<file path="config.mk">
export PLATFORM = sky130hd
export DESIGN_NAME = pdf_fault_cmd_regs
export DESIGN_NICKNAME = d
export VERILOG_FILES = /design/src/pdf_pkg.sv /design/src/pdf_fault_cmd_regs.sv /design/src/pdf_discharge_timer.sv
export SDC_FILE = /design/constraint.sdc
export NUM_CORES = 1
export LEC_CHECK = 0
export BUFFER_PORTS_ARGS = -buffer_cell sky130_fd_sc_hd__buf_2
export CAP_MARGIN = 5
export CORE_MARGIN = 2
export CORE_UTILIZATION = 55
export DETAILED_ROUTE_END_ITERATION = 8
export GPL_ROUTABILITY_DRIVEN = 0
export GPL_TIMING_DRIVEN = 0
export PLACE_DENSITY = 0.79
export SLEW_MARGIN = 20
export SYNTH_ARGS = -nofsm -noshare
export SYNTH_HDL_FRONTEND = slang
export SYNTH_SLANG_ARGS = --single-unit
</file>
<file path="constraint.sdc">
create_clock -name clk -period 5.2 [get_ports clk]
set_clock_uncertainty 0.05 [all_clocks]
set_input_delay 0.78 -clock clk [delete_from_list [all_inputs] [get_ports clk]]
set_output_delay 0.78 -clock clk [all_outputs]
set_load 0.02 [all_outputs]
</file>
<file path="src/pdf_pkg.sv">
/*
  pdf_pkg: shared constants for the fault flag and command register bank.
  Assumes a 250 MHz system clock and a byte-wide register access port.
*/
package pdf_pkg;

  // register map
  localparam logic [7:0] PDF_ADDR_FAULT   = 8'h1f;
  localparam logic [7:0] PDF_ADDR_COMMAND = 8'h23;

  // reset values
  localparam logic [7:0] PDF_FAULT_RST    = 8'h00;
  localparam logic [7:0] PDF_COMMAND_RST  = 8'h00;
  localparam logic [7:0] PDF_RDATA_RST    = 8'h00;

  // fault flag bit positions
  localparam int PDF_BIT_RESERVED     = 7;
  localparam int PDF_BIT_FORCED_OFF   = 6;
  localparam int PDF_BIT_AUTO_DIS     = 5;
  localparam int PDF_BIT_FORCED_DIS   = 4;
  localparam int PDF_BIT_BUS_OCP      = 3;
  localparam int PDF_BIT_BUS_OVP      = 2;
  localparam int PDF_BIT_CABLE_OCP    = 1;
  localparam int PDF_BIT_EMPTY_TX     = 0;

  // bits that can ever be set; all others read zero
  localparam logic [7:0] PDF_FAULT_IMPL_MASK = 8'h33;

  // command opcodes decoded here
  localparam logic [7:0] PDF_OP_WAKE_NOOP     = 8'h11;
  localparam logic [7:0] PDF_OP_PRES_DET_OFF  = 8'h22;
  localparam logic [7:0] PDF_OP_PRES_DET_ON   = 8'h33;
  localparam logic [7:0] PDF_OP_STOP_SINKING  = 8'h44;

  // timing: clock period and the microsecond tick
  localparam int PDF_CLK_PERIOD_PS = 4000;
  localparam int PDF_TICK_PS       = 1000000;
  localparam int PDF_TICK_CYCLES   = PDF_TICK_PS / PDF_CLK_PERIOD_PS;
  localparam int PDF_TICK_CW       = 8;
  localparam logic [PDF_TICK_CW-1:0] PDF_TICK_LAST = PDF_TICK_CW'(PDF_TICK_CYCLES - 1);

  // discharge timeout counter width (in microsecond ticks)
  localparam int PDF_TMO_CW = 32;

  // number of asynchronous pin inputs passed through synchronisers
  localparam int PDF_NUM_PINS = 3;
  localparam int PDF_PIN_VBUS_LOW   = 0;
  localparam int PDF_PIN_CABLE_OCP  = 1;
  localparam int PDF_PIN_CABLE_PRES = 2;

endpackage

</file>
<file path="src/pdf_fault_cmd_regs.sv">
/*
  pdf_fault_cmd_regs: fault flag register and low command decoder of a
  power delivery port phy, plus the presence detect and sinking status bits.
  Assumes an external serial slave turns bus transactions into one-cycle
  byte read and write strobes on this clock; analog comparator outputs
  arrive asynchronously; power control levels come from the same clock.
*/
// How it works
// fault register at 0x1f, eight bits, cleared to zero on reset.
// bit 7 reserved: always reads zero, writes to it ignored.
// auto discharge armed and vbus not low in time latches bit 5.
// forced discharge armed and vbus not low in time latches bit 4.
// cable supply overcurrent, or supply lost with switch closed, latches bit 1.
// transmit request with an empty outgoing buffer latches bit 0.
// bits 6, 3 and 2 are unsupported faults and always read zero.
// command register at 0x23, writable, resets zero, each byte one opcode.
// wake opcode is stored but causes no action.
// presence detect off opcode turns vbus presence detection off.
// presence detect on opcode turns vbus presence detection on.
// stop sinking opcode clears the sinking flag.
// presence monitor status follows the presence detection state.
// sinking flag is one while sinking vbus, otherwise zero.
// writing one to a fault bit clears it; zero leaves it.
// unknown opcodes are stored with no other effect.
`timescale 1ns/1ps
`default_nettype none
module pdf_fault_cmd_regs
  import pdf_pkg::*;
#(
  parameter logic [pdf_pkg::PDF_TMO_CW-1:0] TSAFE0V_US = 32'd650000
) (
  input  wire logic       clk,                          // 250 MHz clock
  input  wire logic       rst_n,                        // async reset
  input  wire logic [7:0] reg_addr,                     // register address
  input  wire logic [7:0] reg_wdata,                    // write byte
  input  wire logic       reg_wr,                       // write strobe, 1 cycle
  input  wire logic       reg_rd,                       // read strobe, 1 cycle
  output logic      [7:0] reg_rdata,                    // read byte, registered
  output logic            reg_rvalid,                   // read data valid pulse
  input  wire logic       vbus_low_pin,                 // vbus below safe-zero, async
  input  wire logic       cable_ocp_pin,                // cable supply overcurrent, async
  input  wire logic       cable_present_pin,            // cable supply above threshold
  input  wire logic       cable_switch_closed,          // cable supply switch closed
  input  wire logic       auto_discharge_on_disconnect, // power control bit
  input  wire logic       auto_discharge_active,        // auto discharge running
  input  wire logic       force_discharge_enable,       // power control bit
  input  wire logic       tx_request,                   // transmit issued, pulse
  input  wire logic       tx_buffer_empty,              // outgoing buffer empty
  input  wire logic       sink_start,                   // start sinking, pulse
  output logic            presence_monitor_active,      // detection on, power status bit 3
  output logic            sinking_flag,                 // sinking vbus, power status bit 0
  output logic            presence_detect_enable        // drives detection circuit
);

  import pdf_pkg::*;

  // two-flop synchronisers for the comparator pins
  logic [PDF_NUM_PINS-1:0] pin_raw;
  logic [PDF_NUM_PINS-1:0] pin_meta_reg;
  logic [PDF_NUM_PINS-1:0] pin_sync_reg;

  assign pin_raw[PDF_PIN_VBUS_LOW]   = vbus_low_pin;
  assign pin_raw[PDF_PIN_CABLE_OCP]  = cable_ocp_pin;
  assign pin_raw[PDF_PIN_CABLE_PRES] = cable_present_pin;

  genvar gi;
  generate
    for (gi = 0; gi < PDF_NUM_PINS; gi++) begin : g_sync
      always_ff @(posedge clk or negedge rst_n) begin
        if (!rst_n) begin
          pin_meta_reg[gi] <= 1'b0;
          pin_sync_reg[gi] <= 1'b0;
        end else begin
          pin_meta_reg[gi] <= pin_raw[gi];
          pin_sync_reg[gi] <= pin_meta_reg[gi];
        end
      end
    end
  endgenerate

  logic vbus_low;
  logic cable_ocp;
  logic cable_present;

  assign vbus_low      = pin_sync_reg[PDF_PIN_VBUS_LOW];
  assign cable_ocp     = pin_sync_reg[PDF_PIN_CABLE_OCP];
  assign cable_present = pin_sync_reg[PDF_PIN_CABLE_PRES];

  // microsecond tick divider; keeps the timeout counters narrow
  logic [PDF_TICK_CW-1:0] tick_cnt_reg;
  logic                   tick;

  always_ff @(posedge clk or negedge rst_n) begin
    if (!rst_n) begin
      tick_cnt_reg <= '0;
    end else if (tick) begin
      tick_cnt_reg <= '0;
    end else begin
      tick_cnt_reg <= tick_cnt_reg + 1'b1;
    end
  end

  assign tick = (tick_cnt_reg == PDF_TICK_LAST);

  // discharge watchdogs, one per discharge source
  logic auto_dis_fail;
  logic forced_dis_fail;
  logic auto_arm;

  // auto discharge only counts when the option is enabled
  assign auto_arm = auto_discharge_on_disconnect && auto_discharge_active;

  pdf_discharge_timer #(
    .LIMIT_TICKS (TSAFE0V_US)
  ) u_auto_timer (
    .clk        (clk),
    .rst_n      (rst_n),
    .tick       (tick),
    .arm        (auto_arm),
    .vbus_low   (vbus_low),
    .fail_pulse (auto_dis_fail)
  );

  pdf_discharge_timer #(
    .LIMIT_TICKS (TSAFE0V_US)
  ) u_forced_timer (
    .clk        (clk),
    .rst_n      (rst_n),
    .tick       (tick),
    .arm        (force_discharge_enable),
    .vbus_low   (vbus_low),
    .fail_pulse (forced_dis_fail)
  );

  // address decode of the access strobes
  logic wr_fault;
  logic wr_command;

  always_comb begin
    wr_fault   = 1'b0;
    wr_command = 1'b0;
    if (reg_wr && reg_addr == PDF_ADDR_FAULT) begin
      wr_fault = 1'b1;
    end else if (reg_wr && reg_addr == PDF_ADDR_COMMAND) begin
      wr_command = 1'b1;
    end
  end

  // fault events collected into their bit positions
  logic [7:0] fault_set;

  always_comb begin
    fault_set                    = 8'h00;
    fault_set[PDF_BIT_AUTO_DIS]   = auto_dis_fail;
    fault_set[PDF_BIT_FORCED_DIS] = forced_dis_fail;
    fault_set[PDF_BIT_CABLE_OCP]  = cable_ocp || (!cable_present && cable_switch_closed);
    fault_set[PDF_BIT_EMPTY_TX]   = tx_request && tx_buffer_empty;
  end

  // write-one-to-clear; a new event in the clearing cycle still sets
  logic [7:0] fault_clr;
  logic [7:0] fault_flags_reg;
  logic [7:0] fault_flags_next;

  assign fault_clr        = wr_fault ? reg_wdata : 8'h00;
  assign fault_flags_next = ((fault_flags_reg & ~fault_clr) | fault_set)
                            & PDF_FAULT_IMPL_MASK;

  always_ff @(posedge clk or negedge rst_n) begin
    if (!rst_n) begin
      fault_flags_reg <= PDF_FAULT_RST;
    end else begin
      fault_flags_reg <= fault_flags_next;
    end
  end

  // command byte is kept for readback, every write accepted
  logic [7:0] command_code_reg;

  always_ff @(posedge clk or negedge rst_n) begin
    if (!rst_n) begin
      command_code_reg <= PDF_COMMAND_RST;
    end else if (wr_command) begin
      command_code_reg <= reg_wdata;
    end
  end

  // opcode decode; the written byte acts in the cycle of the write
  logic op_det_off;
  logic op_det_on;
  logic op_stop_sink;

  always_comb begin
    op_det_off   = 1'b0;
    op_det_on    = 1'b0;
    op_stop_sink = 1'b0;
    if (wr_command) begin
      case (reg_wdata)
        PDF_OP_WAKE_NOOP:    ;
        PDF_OP_PRES_DET_OFF: op_det_off   = 1'b1;
        PDF_OP_PRES_DET_ON:  op_det_on    = 1'b1;
        PDF_OP_STOP_SINKING: op_stop_sink = 1'b1;
        default:             ;
      endcase
    end
  end

  // presence detection state, mirrored into the power status bit
  logic presence_reg;

  always_ff @(posedge clk or negedge rst_n) begin
    if (!rst_n) begin
      presence_reg <= 1'b0;
    end else if (op_det_on) begin
      presence_reg <= 1'b1;
    end else if (op_det_off) begin
      presence_reg <= 1'b0;
    end
  end

  assign presence_detect_enable  = presence_reg;
  assign presence_monitor_active = presence_reg;

  // sinking status; a start in the same cycle as stop wins
  logic sinking_reg;

  always_ff @(posedge clk or negedge rst_n) begin
    if (!rst_n) begin
      sinking_reg <= 1'b0;
    end else if (sink_start) begin
      sinking_reg <= 1'b1;
    end else if (op_stop_sink) begin
      sinking_reg <= 1'b0;
    end
  end

  assign sinking_flag = sinking_reg;

  // registered read path; unmapped addresses read zero
  logic [7:0] rd_mux;

  always_comb begin
    if (reg_addr == PDF_ADDR_FAULT) begin
      rd_mux = fault_flags_reg;
    end else if (reg_addr == PDF_ADDR_COMMAND) begin
      rd_mux = command_code_reg;
    end else begin
      rd_mux = PDF_RDATA_RST;
    end
  end

  always_ff @(posedge clk or negedge rst_n) begin
    if (!rst_n) begin
      reg_rdata <= PDF_RDATA_RST;
    end else if (reg_rd) begin
      reg_rdata <= rd_mux;
    end
  end

  always_ff @(posedge clk or negedge rst_n) begin
    if (!rst_n) begin
      reg_rvalid <= 1'b0;
    end else begin
      reg_rvalid <= reg_rd;
    end
  end

endmodule
`default_nettype wire

</file>
<file path="src/pdf_discharge_timer.sv">
/*
  pdf_discharge_timer: watches one discharge request and pulses a failure
  when vbus has not reached the safe-zero level within the allowed time.
  Assumes tick is a one-cycle enable from a divider on the same clock and
  vbus_low is already synchronised.
*/
`timescale 1ns/1ps
`default_nettype none
module pdf_discharge_timer
  import pdf_pkg::*;
#(
  parameter logic [pdf_pkg::PDF_TMO_CW-1:0] LIMIT_TICKS = 32'd650000
) (
  input  wire logic clk,        // system clock
  input  wire logic rst_n,      // async reset, active low
  input  wire logic tick,       // microsecond enable pulse
  input  wire logic arm,        // discharge requested, level
  input  wire logic vbus_low,   // vbus below safe-zero, synchronised
  output logic      fail_pulse  // one cycle on timeout
);

  logic [PDF_TMO_CW-1:0] count_reg;
  logic                  done_reg;

  // count while armed and vbus still high; reset whenever disarmed
  always_ff @(posedge clk or negedge rst_n) begin
    if (!rst_n) begin
      count_reg <= '0;
    end else if (!arm || done_reg) begin
      count_reg <= '0;
    end else if (tick && !vbus_low) begin
      count_reg <= count_reg + 1'b1;
    end
  end

  // one verdict per request: success or failure ends the watch until rearm
  always_ff @(posedge clk or negedge rst_n) begin
    if (!rst_n) begin
      done_reg <= 1'b0;
    end else if (!arm) begin
      done_reg <= 1'b0;
    end else if (vbus_low || fail_pulse) begin
      done_reg <= 1'b1;
    end
  end

  // failure once the full window elapsed without vbus falling
  assign fail_pulse = arm && !done_reg && !vbus_low && (count_reg >= LIMIT_TICKS);

endmodule
`default_nettype wire

</file>
==> summary.txt, run 1 <==
Outcome
  – Status: finished, final reports clean

Critical path
  – CP startpoint kind: flip-flop
  – Critical path fanouts, max: 10
  – Worst-path cell chain: nand4b_1, nor2_1, clkbuf_1, buf_2, nand4_1, xor2_1, nor2_1
  – Critical path's largest stage delay: roughly 0.48 ns
  – Crit Path Class: reg -> reg
  – Crit path launch: vbus_low
  – CP required: roughly 5.4 ns
  – Buf/Inv on CP: 2
  – Critical path's most frequent cell: nor2_1
  – Critical Path End Type: flip-flop
  – Crit path max-delay cell type: dfrtp_1
  – FF-to-FF Start: vbus_low
  – Worst EP arrival: 2.75 ns
  – Crit path max-delay family: simple AND/OR/NAND/NOR gates

Synth
  – Flops & latches, synth: approximately 100
  – Synth unique cells: 51
  – Yosys top cell by area: dfrtp_1
  – Top post-synthesis cells by area: dfrtp_1, nor2_1, xor2_1, nand4_1, nand3_1
  – Yosys warns: 0
  – Ys async rst share: 100%
  – Sequential share of the synthesized area: 50.8%
  – Ys flop type: dfrtp_1
  – EDFF count, synth: 0
  – Synthesized Nets: around 550
  – Syn avg cell area: between 9 and 10 µm²
  – Most common library cells after synthesis: dfrtp_1, nor2_1, nand2_1
  – Yosys top cell area share: 50.8%
  – Mapped cell area: 5070 µm²
  – Post-Synthesis Cells: around 520
  – Count leader, synth: dfrtp_1

Floorplan
  – Core area: between 9000 and 10000 µm²
  – Row count: 35
  – Num ports: 42
  – Starting Density: between 50 and 60%
  – Die width: about 100 µm
  – Die Y-Extent: about 100 µm
  – Die ar.: between 10000 and 15000 µm²

Final layout
  – Fin cells: ~700
  – Layout area overhead: 10.9%
  – Ant diodes: 0
  – Final Util: 61.7%
  – Nets: 606
  – Layout cell share with drive strength beyond 1: between 10 and 15%

Routing
  – DR pass1 iterations: 5
  – Vias: just over 4000
  – Starting DRC count in detailed routing: 179
  – DR vias/cell: ~5.9
  – Post-DR wirelength/cell: ~15 µm
  – DRC Markers: 0
  – Routed WL: 10300 µm
  – Routed Antenna Nets: 0

Global route
  – Largest net degree at the start of global routing: 75
  – GR Util All Layers: about 22%
  – Initial antenna violation count: 0
  – Grt ovf: 0
  – Number of global-route vias before repair: roughly 3900
  – Global-route wire length before repair: ~18000 µm

Clock network
  – Clock Pin Slew Worst Setup and Hold Paths: 0.10 ns
  – Clock tree buffer depth: 2
  – Clock sinks: 103
  – TritonCTS clock tree: yes
  – H-tree depth: 3
  – Post-CTS setup buffer count: 0
  – Post_cts resized: 0
  – CTS Root Cell: clkbuf_8
  – CTS buffer count: 9
  – Hold-fix buffers, CTS: 0
  – Clk Latency, worst-skew pair: between 0.3 and 0.4 ns

Placement
  – DP HPWL: about 7300 µm
  – Placed cell count: 670
  – PortBufs: 41

STA
  – Accumulated negative setup slack: 0 ns
  – Max-slew headroom: roughly 47%
  – Final Cycle Share: 49.2%
  – Final hold violations: 0
  – Min Hold Slack: approximately 0.22 ns
  – RSZ-0062 raised after global routing: false
  – Final min period: between 2 and 3 ns
  – Slew @ Worst Pin: 0.794 ns
  – Max Transition Viols Final: 0
  – Final setup viols: 0
  – Max Fclk: around 400 MHz

Power and ir drop
  – Maximum VDD drop: 0.145 mV
  – Power Density: ~240 nW/µm²
  – Leak: about 2.3 nW

Run
  – Number of max-cap violations: 0

Min path
  – Worst hold path type: in -> async
-- through the flow --
stage	instance area (µm²)	setup slack (ns)	total power [W]
finish	5620	2.64	0.00133
global route	5620	2.46	0.00139
CTS	5620	2.66	0.00135
detailed placement	5450	2.69	0.000899
global placement	5410	2.23	0.000894
floorplan	5070	3.01	0.000856
-- worst reg2reg max path, stage by stage, from the launching register on --
cell and delay [ns]:
dfrtp_1 0.48, nand4b_1 0.39, nor2_1 0.35, clkbuf_1 0.42, buf_2 0.36, nand4_1 0.16
xor2_1 0.17, nor2_1 0.05
-- cells by family (layout without fill, tap and decap cells) --
logic type | count (synthesis) | in the layout | synth area share [%]
AOI/OAI and AO/OA | 86 | 86 | 10.2
adders and majority gates | 6 | 6 | 1.48
and+or+nand+nor | 236 | 236 | 25.6
xor gates and xnor gates | 40 | 40 | 6.91
buffers and inverters | 36 | 94 | 2.79
muxes | 10 | 10 | 2.17
DFF | 103 | 103 | 50.8
-- where the power goes --
part / total (W) / internal [W] / switching (W)
clock network: 0.000453 / 0.000179 / 0.000273
registers: 0.000816 / 0.000810 / 0.00000529
logic: 0.0000661 / 0.0000217 / 0.0000444
total: 0.00133 / 0.00101 / 0.000323
-- layout make-up --
type | instances | area, µm²
buffer | 18 | 73.8
timing repair buffer | 42 | 239
fill | 756 | 3490
clock inverter | 5 | 43.8
sequential | 103 | 2580
tap | 111 | 139
clock buffer | 11 | 131
multi-input combinational | 378 | 2350
inverter | 18 | 67.6
-- routing by layer --
layer / GRT usage, % / wire (µm)
met3: 3.55 / 310
met5: 0 / 0
met1: 29.1 / 4820
met4: 6.53 / 142
met2: 37.0 / 5020
-- layout by cell type (no fill, tap or decap), types with 13 or more instances in the layout --
cell / instances
a21oi_1: 30
and3_1: 13
buf_2: 41
clkbuf_1: 17
dfrtp_1: 103
inv_1: 18
nand2_1: 33
nand3_1: 32
nand4_1: 27
nor2_1: 60
nor4_1: 15
o21ai_0: 24
or3_1: 17
xnor2_1: 16
xor2_1: 24
-- worst paths after layout --
path                       cells after the start                          to  slack, ns
max reg2reg                                    7  u_auto_timer.count_reg[16]       2.64
min reg2reg                                    0                    vbus_low       0.31
max in group asynchronous                      2  u_auto_timer.count_reg[24]       4.24
min                                            1                reg_rdata[7]       0.22
max                                            7  u_auto_timer.count_reg[16]       2.64
min in group clk                               0                    vbus_low       0.31
No activity file was read; power rests on OpenSTA's default activity.
==> run 2: changes to the inputs <==
--- a/config.mk
+++ b/config.mk
@@ -5,6 +5,7 @@
 export SDC_FILE = /design/constraint.sdc
 export NUM_CORES = 1
 export LEC_CHECK = 0
+export ABC_AREA = 1
 export BUFFER_PORTS_ARGS = -buffer_cell sky130_fd_sc_hd__buf_2
 export CAP_MARGIN = 5
 export CORE_MARGIN = 2
==> constraint.sdc (replaced) <==
create_clock -name clk -period 2.5 [get_ports clk]
set_clock_uncertainty 0.05 [all_clocks]
set_input_delay 0.375 -clock clk [delete_from_list [all_inputs] [get_ports clk]]
set_output_delay 0.375 -clock clk [all_outputs]
set_load 0.02 [all_outputs]
==> run 2 against run 1 <==
Compared with the run above: critical path depth up 4; register-to-register slack worse by 2.0 ns; largest power group unchanged; core utilization up 1.5 points; final cell count is 56% higher; critical path type unchanged; fmax up 34%; critical endpoint is now u_auto_timer.count_reg[20]; sequential cell count is the same; synthesized cell count is 69% higher; cell area grew 17%; first-iteration DRC count increased by 100%.
==> summary.txt, run 2 <==
Outcome
  – Status: finished, final reports clean

Power and ir drop
  – Leak: 3.19 nW (+37%)
  – Maximum VDD drop: 0.480 mV (+230%)
  – Power Density: 458 nW/µm² (+93%)

Final layout
  – Layout cell share with drive strength beyond 1: 9.66% (-3.2 points)
  – Nets: 963 (+59%)
  – Most common cell after layout, fill and taps aside: nand2_1
  – Commonest non-fill, non-tap cells in the layout: nand2_1, nor2_1, inv_1, dfrtp_1, nand3_1
  – Layout area overhead: 10.6%
  – Filler Cell Count: 973 (+29%)
  – Ant diodes: 0 (unchanged)

STA
  – Final hold violations: 0 (unchanged)
  – Max Fclk: 525 MHz (+34%)
  – RSZ-0062 raised after global routing: false
  – Final Cycle Share: 76.2% (+27 points)
  – Final min period: 1.90 ns (-0.656 ns)
  – Accumulated negative setup slack: 0 ns (unchanged)
  – Max-slew headroom: 68.6% (+22 points)
  – Min Hold Slack: 0.0256 ns (-0.198 ns)
  – Max Transition Viols Final: 0 (unchanged)
  – Slew @ Worst Pin: 0.471 ns (-0.323 ns)
  – Final setup viols: 0 (unchanged)

Critical path
  – CP startpoint kind: flip-flop
  – Critical Path End Type: flip-flop
  – R2R setup slack: 0.60 ns (-2.04 ns)
  – Reg2reg end: u_auto_timer.count_reg[20]
  – Crit Path Class: reg -> reg
  – Critical path fanouts, max: 10 (unchanged)
  – CP required: 2.78 ns (-2.61 ns)
  – Worst EP arrival: 2.18 ns (-0.57 ns)
  – R2R depth: 11 (+4)
  – FF-to-FF Start: tick_cnt_reg[1]

Synth
  – Flops & latches, synth: 103 (unchanged)
  – Yosys top cell area share: 43.3% (-7.6 points)
  – Yosys top cell by area: dfrtp_1
  – Mapped cell area: 5950 µm² (+17%)
  – Count leader, synth: nand2_1
  – Ys async rst share: 100% (unchanged)
  – Synthesized Nets: 909 (+64%)
  – Synth unique cells: 30 (-41%)
  – Ys flop type: dfrtp_1
  – Most common library cells after synthesis: nand2_1, nor2_1, inv_1
  – Sequential share of the synthesized area: 43.3% (-7.6 points)
  – Yosys warns: 0 (unchanged)
  – EDFF count, synth: 0 (unchanged)
  – Syn avg cell area: 6.82 µm² (-30%)
  – Top post-synthesis cells by area: dfrtp_1, nand2_1, nor2_1, inv_1, nand3_1
  – Post-Synthesis Cells: 873 (+69%)

Clock network
  – Post-CTS setup buffer count: 0 (unchanged)
  – CTS buffer count: 9 (unchanged)
  – Clock tree buffer depth: 2 (unchanged)
  – H-tree depth: 3 (unchanged)
  – CTS Root Cell: clkbuf_8
  – Clock sinks: 103 (unchanged)
  – TritonCTS clock tree: yes
  – Clock Pin Slew Worst Setup and Hold Paths: 0.11 ns (about the same)
  – Clk Latency, worst-skew pair: 0.40 ns (+0.03 ns)

Floorplan
  – Die Y-Extent: 108 µm (+8.0%)
  – Die width: 108 µm (+8.0%)
  – Core area: 10400 µm² (+14%)
  – Die ar.: 11700 µm² (+17%)
  – Row count: 37 (+5.7%)
  – Starting Density: 57.2% (+1.5 points)
  – Num ports: 42 (unchanged)

Routing
  – Routed WL: 12900 µm (+26%)
  – DRC Markers: 0 (unchanged)
  – DR pass1 iterations: 5 (unchanged)
  – Post-DR wirelength/cell: 12.1 µm (-19%)
  – Starting DRC count in detailed routing: 364 (+100%)
  – DR vias/cell: 5.07 (-14%)
  – Routed Antenna Nets: 0 (unchanged)
  – Vias: 5416 (+33%)

Min path
  – Hold path start: vbus_low_pin
  – Worst hold path type: in -> reg
  – Hold EP: pin_meta_reg[0]
  – WHS Path Cells: 1

Placement
  – DP HPWL: 9480 µm (+30%)
  – PortBufs: 41 (unchanged)

Global route
  – Initial antenna violation count: 0 (unchanged)
  – Number of global-route vias before repair: 4948 (+26%)
  – Grt ovf: 0 (unchanged)
  – Largest net degree at the start of global routing: 78 (+4.0%)
  – Global-route wire length before repair: 21900 µm (+23%)
  – GR Util All Layers: 23.5% (+1.7 points)

Run
  – Number of max-cap violations: 0 (unchanged)
[run 2: changes by cell type in the layout (fill, tap and decap cells not counted), sizes merged, moves of 9 or more]
cell    before  now
buf         44   57
xor2        24    2
nor4        17    5
nor3         8   17
xnor2       16    1
nand3       32   77
clkbuf      27   12
nand2       33  256
nor2        60  176
or3         17    0
and3        13    1
a21oi       30   19
inv         19  129
[run 2: critical path: stages, from the launching register on]
cell,delay (ns)
dfrtp_1,0.42
inv_1,0.09
ha_1,0.16
nand2_1,0.06
nor2_2,0.16
nand3_4,0.20
nand2_4,0.18
buf_6,0.16
nand3_1,0.10
nand2_1,0.09
nand2_1,0.04
nor2_1,0.10
[run 2: worst max-delay path by stage]
stage / slack [ns] / depth (start not counted) / end / from
global route: 0.38 / 11 / u_auto_timer.count_reg[20] / tick_cnt_reg[1]
CTS: 0.60 / 10 / u_forced_timer.count_reg[31] / tick_cnt_reg[1]
floorplan: 0.97 / 10 / u_forced_timer.count_reg[11] / tick_cnt_reg[1]
global placement: -0.12 / 1 / command_code_reg[7] / rst_n
finish: 0.60 / 11 / u_auto_timer.count_reg[20] / tick_cnt_reg[1]
detailed placement: 0.63 / 10 / u_forced_timer.count_reg[31] / tick_cnt_reg[1]
[run 2: cells by family (layout without fill, tap and decap cells)]
group / after synthesis / count (layout) / synth area share, %
AOI/OAI and AO/OA: 61 / 61 / 5.42
adders and majority gates: 6 / 6 / 1.26
and+or+nand+nor: 558 / 558 / 39.9
xor gates and xnor gates: 3 / 3 / 0.441
DFF: 103 / 103 / 43.3
buffers and inverters: 142 / 201 / 9.67
[run 2: layout make-up]
| class | count | area [µm²] | area share, % |
|---|---|---|---|
| multi-input combinational | 628 | 2800 | 42.6 |
| sequential | 103 | 2580 | 39.1 |
| inverter | 125 | 469 | 7.13 |
| timing repair buffer | 43 | 249 | 3.78 |
| tap | 136 | 170 | 2.58 |
| clock buffer | 10 | 138 | 2.09 |
| buffer | 17 | 106 | 1.62 |
| clock inverter | 6 | 72.6 | 1.10 |
[run 2: per-layer routing]
layer	track usage (%)	vias up	share of wire, %
met4	7.60	0	1.6
met3	6.27	19	6.5
met5	0	-	0
met1	30.9	2417	47
met2	38.1	147	45
li1	-	2833	-
[run 2: repair_timing]
item                      4_1_cts  5_1_grt
hold buffers                    1        0
resized for setup               0        0
hold endpoints to repair       26        0
[run 2: power by group]
group	internal [W]	total, W	leakage [nW]	switching (W)
clock	0.000505	0.00113	0.104	0.000628
combinational	0.0000593	0.000190	1.71	0.000131
sequential	0.00169	0.00170	1.37	0.0000100
total	0.00225	0.00302	3.19	0.000769
[run 2: metrics by stage]
stage          setup WS [ns]  utilization, %  instances  total power, W  instance area (µm²)
2_1_floorplan          0.969               -        873         0.00182                 5950
3_3_place_gp          -0.115            60.8       1050         0.00191                 6330
3_5_place_dp           0.632            61.1       1051         0.00192                 6360
4_1_cts                0.604            63.2       1068         0.00304                 6580
5_1_grt                0.376            63.2       1068         0.00314                 6580
6_report               0.595            63.2       1068         0.00302                 6580
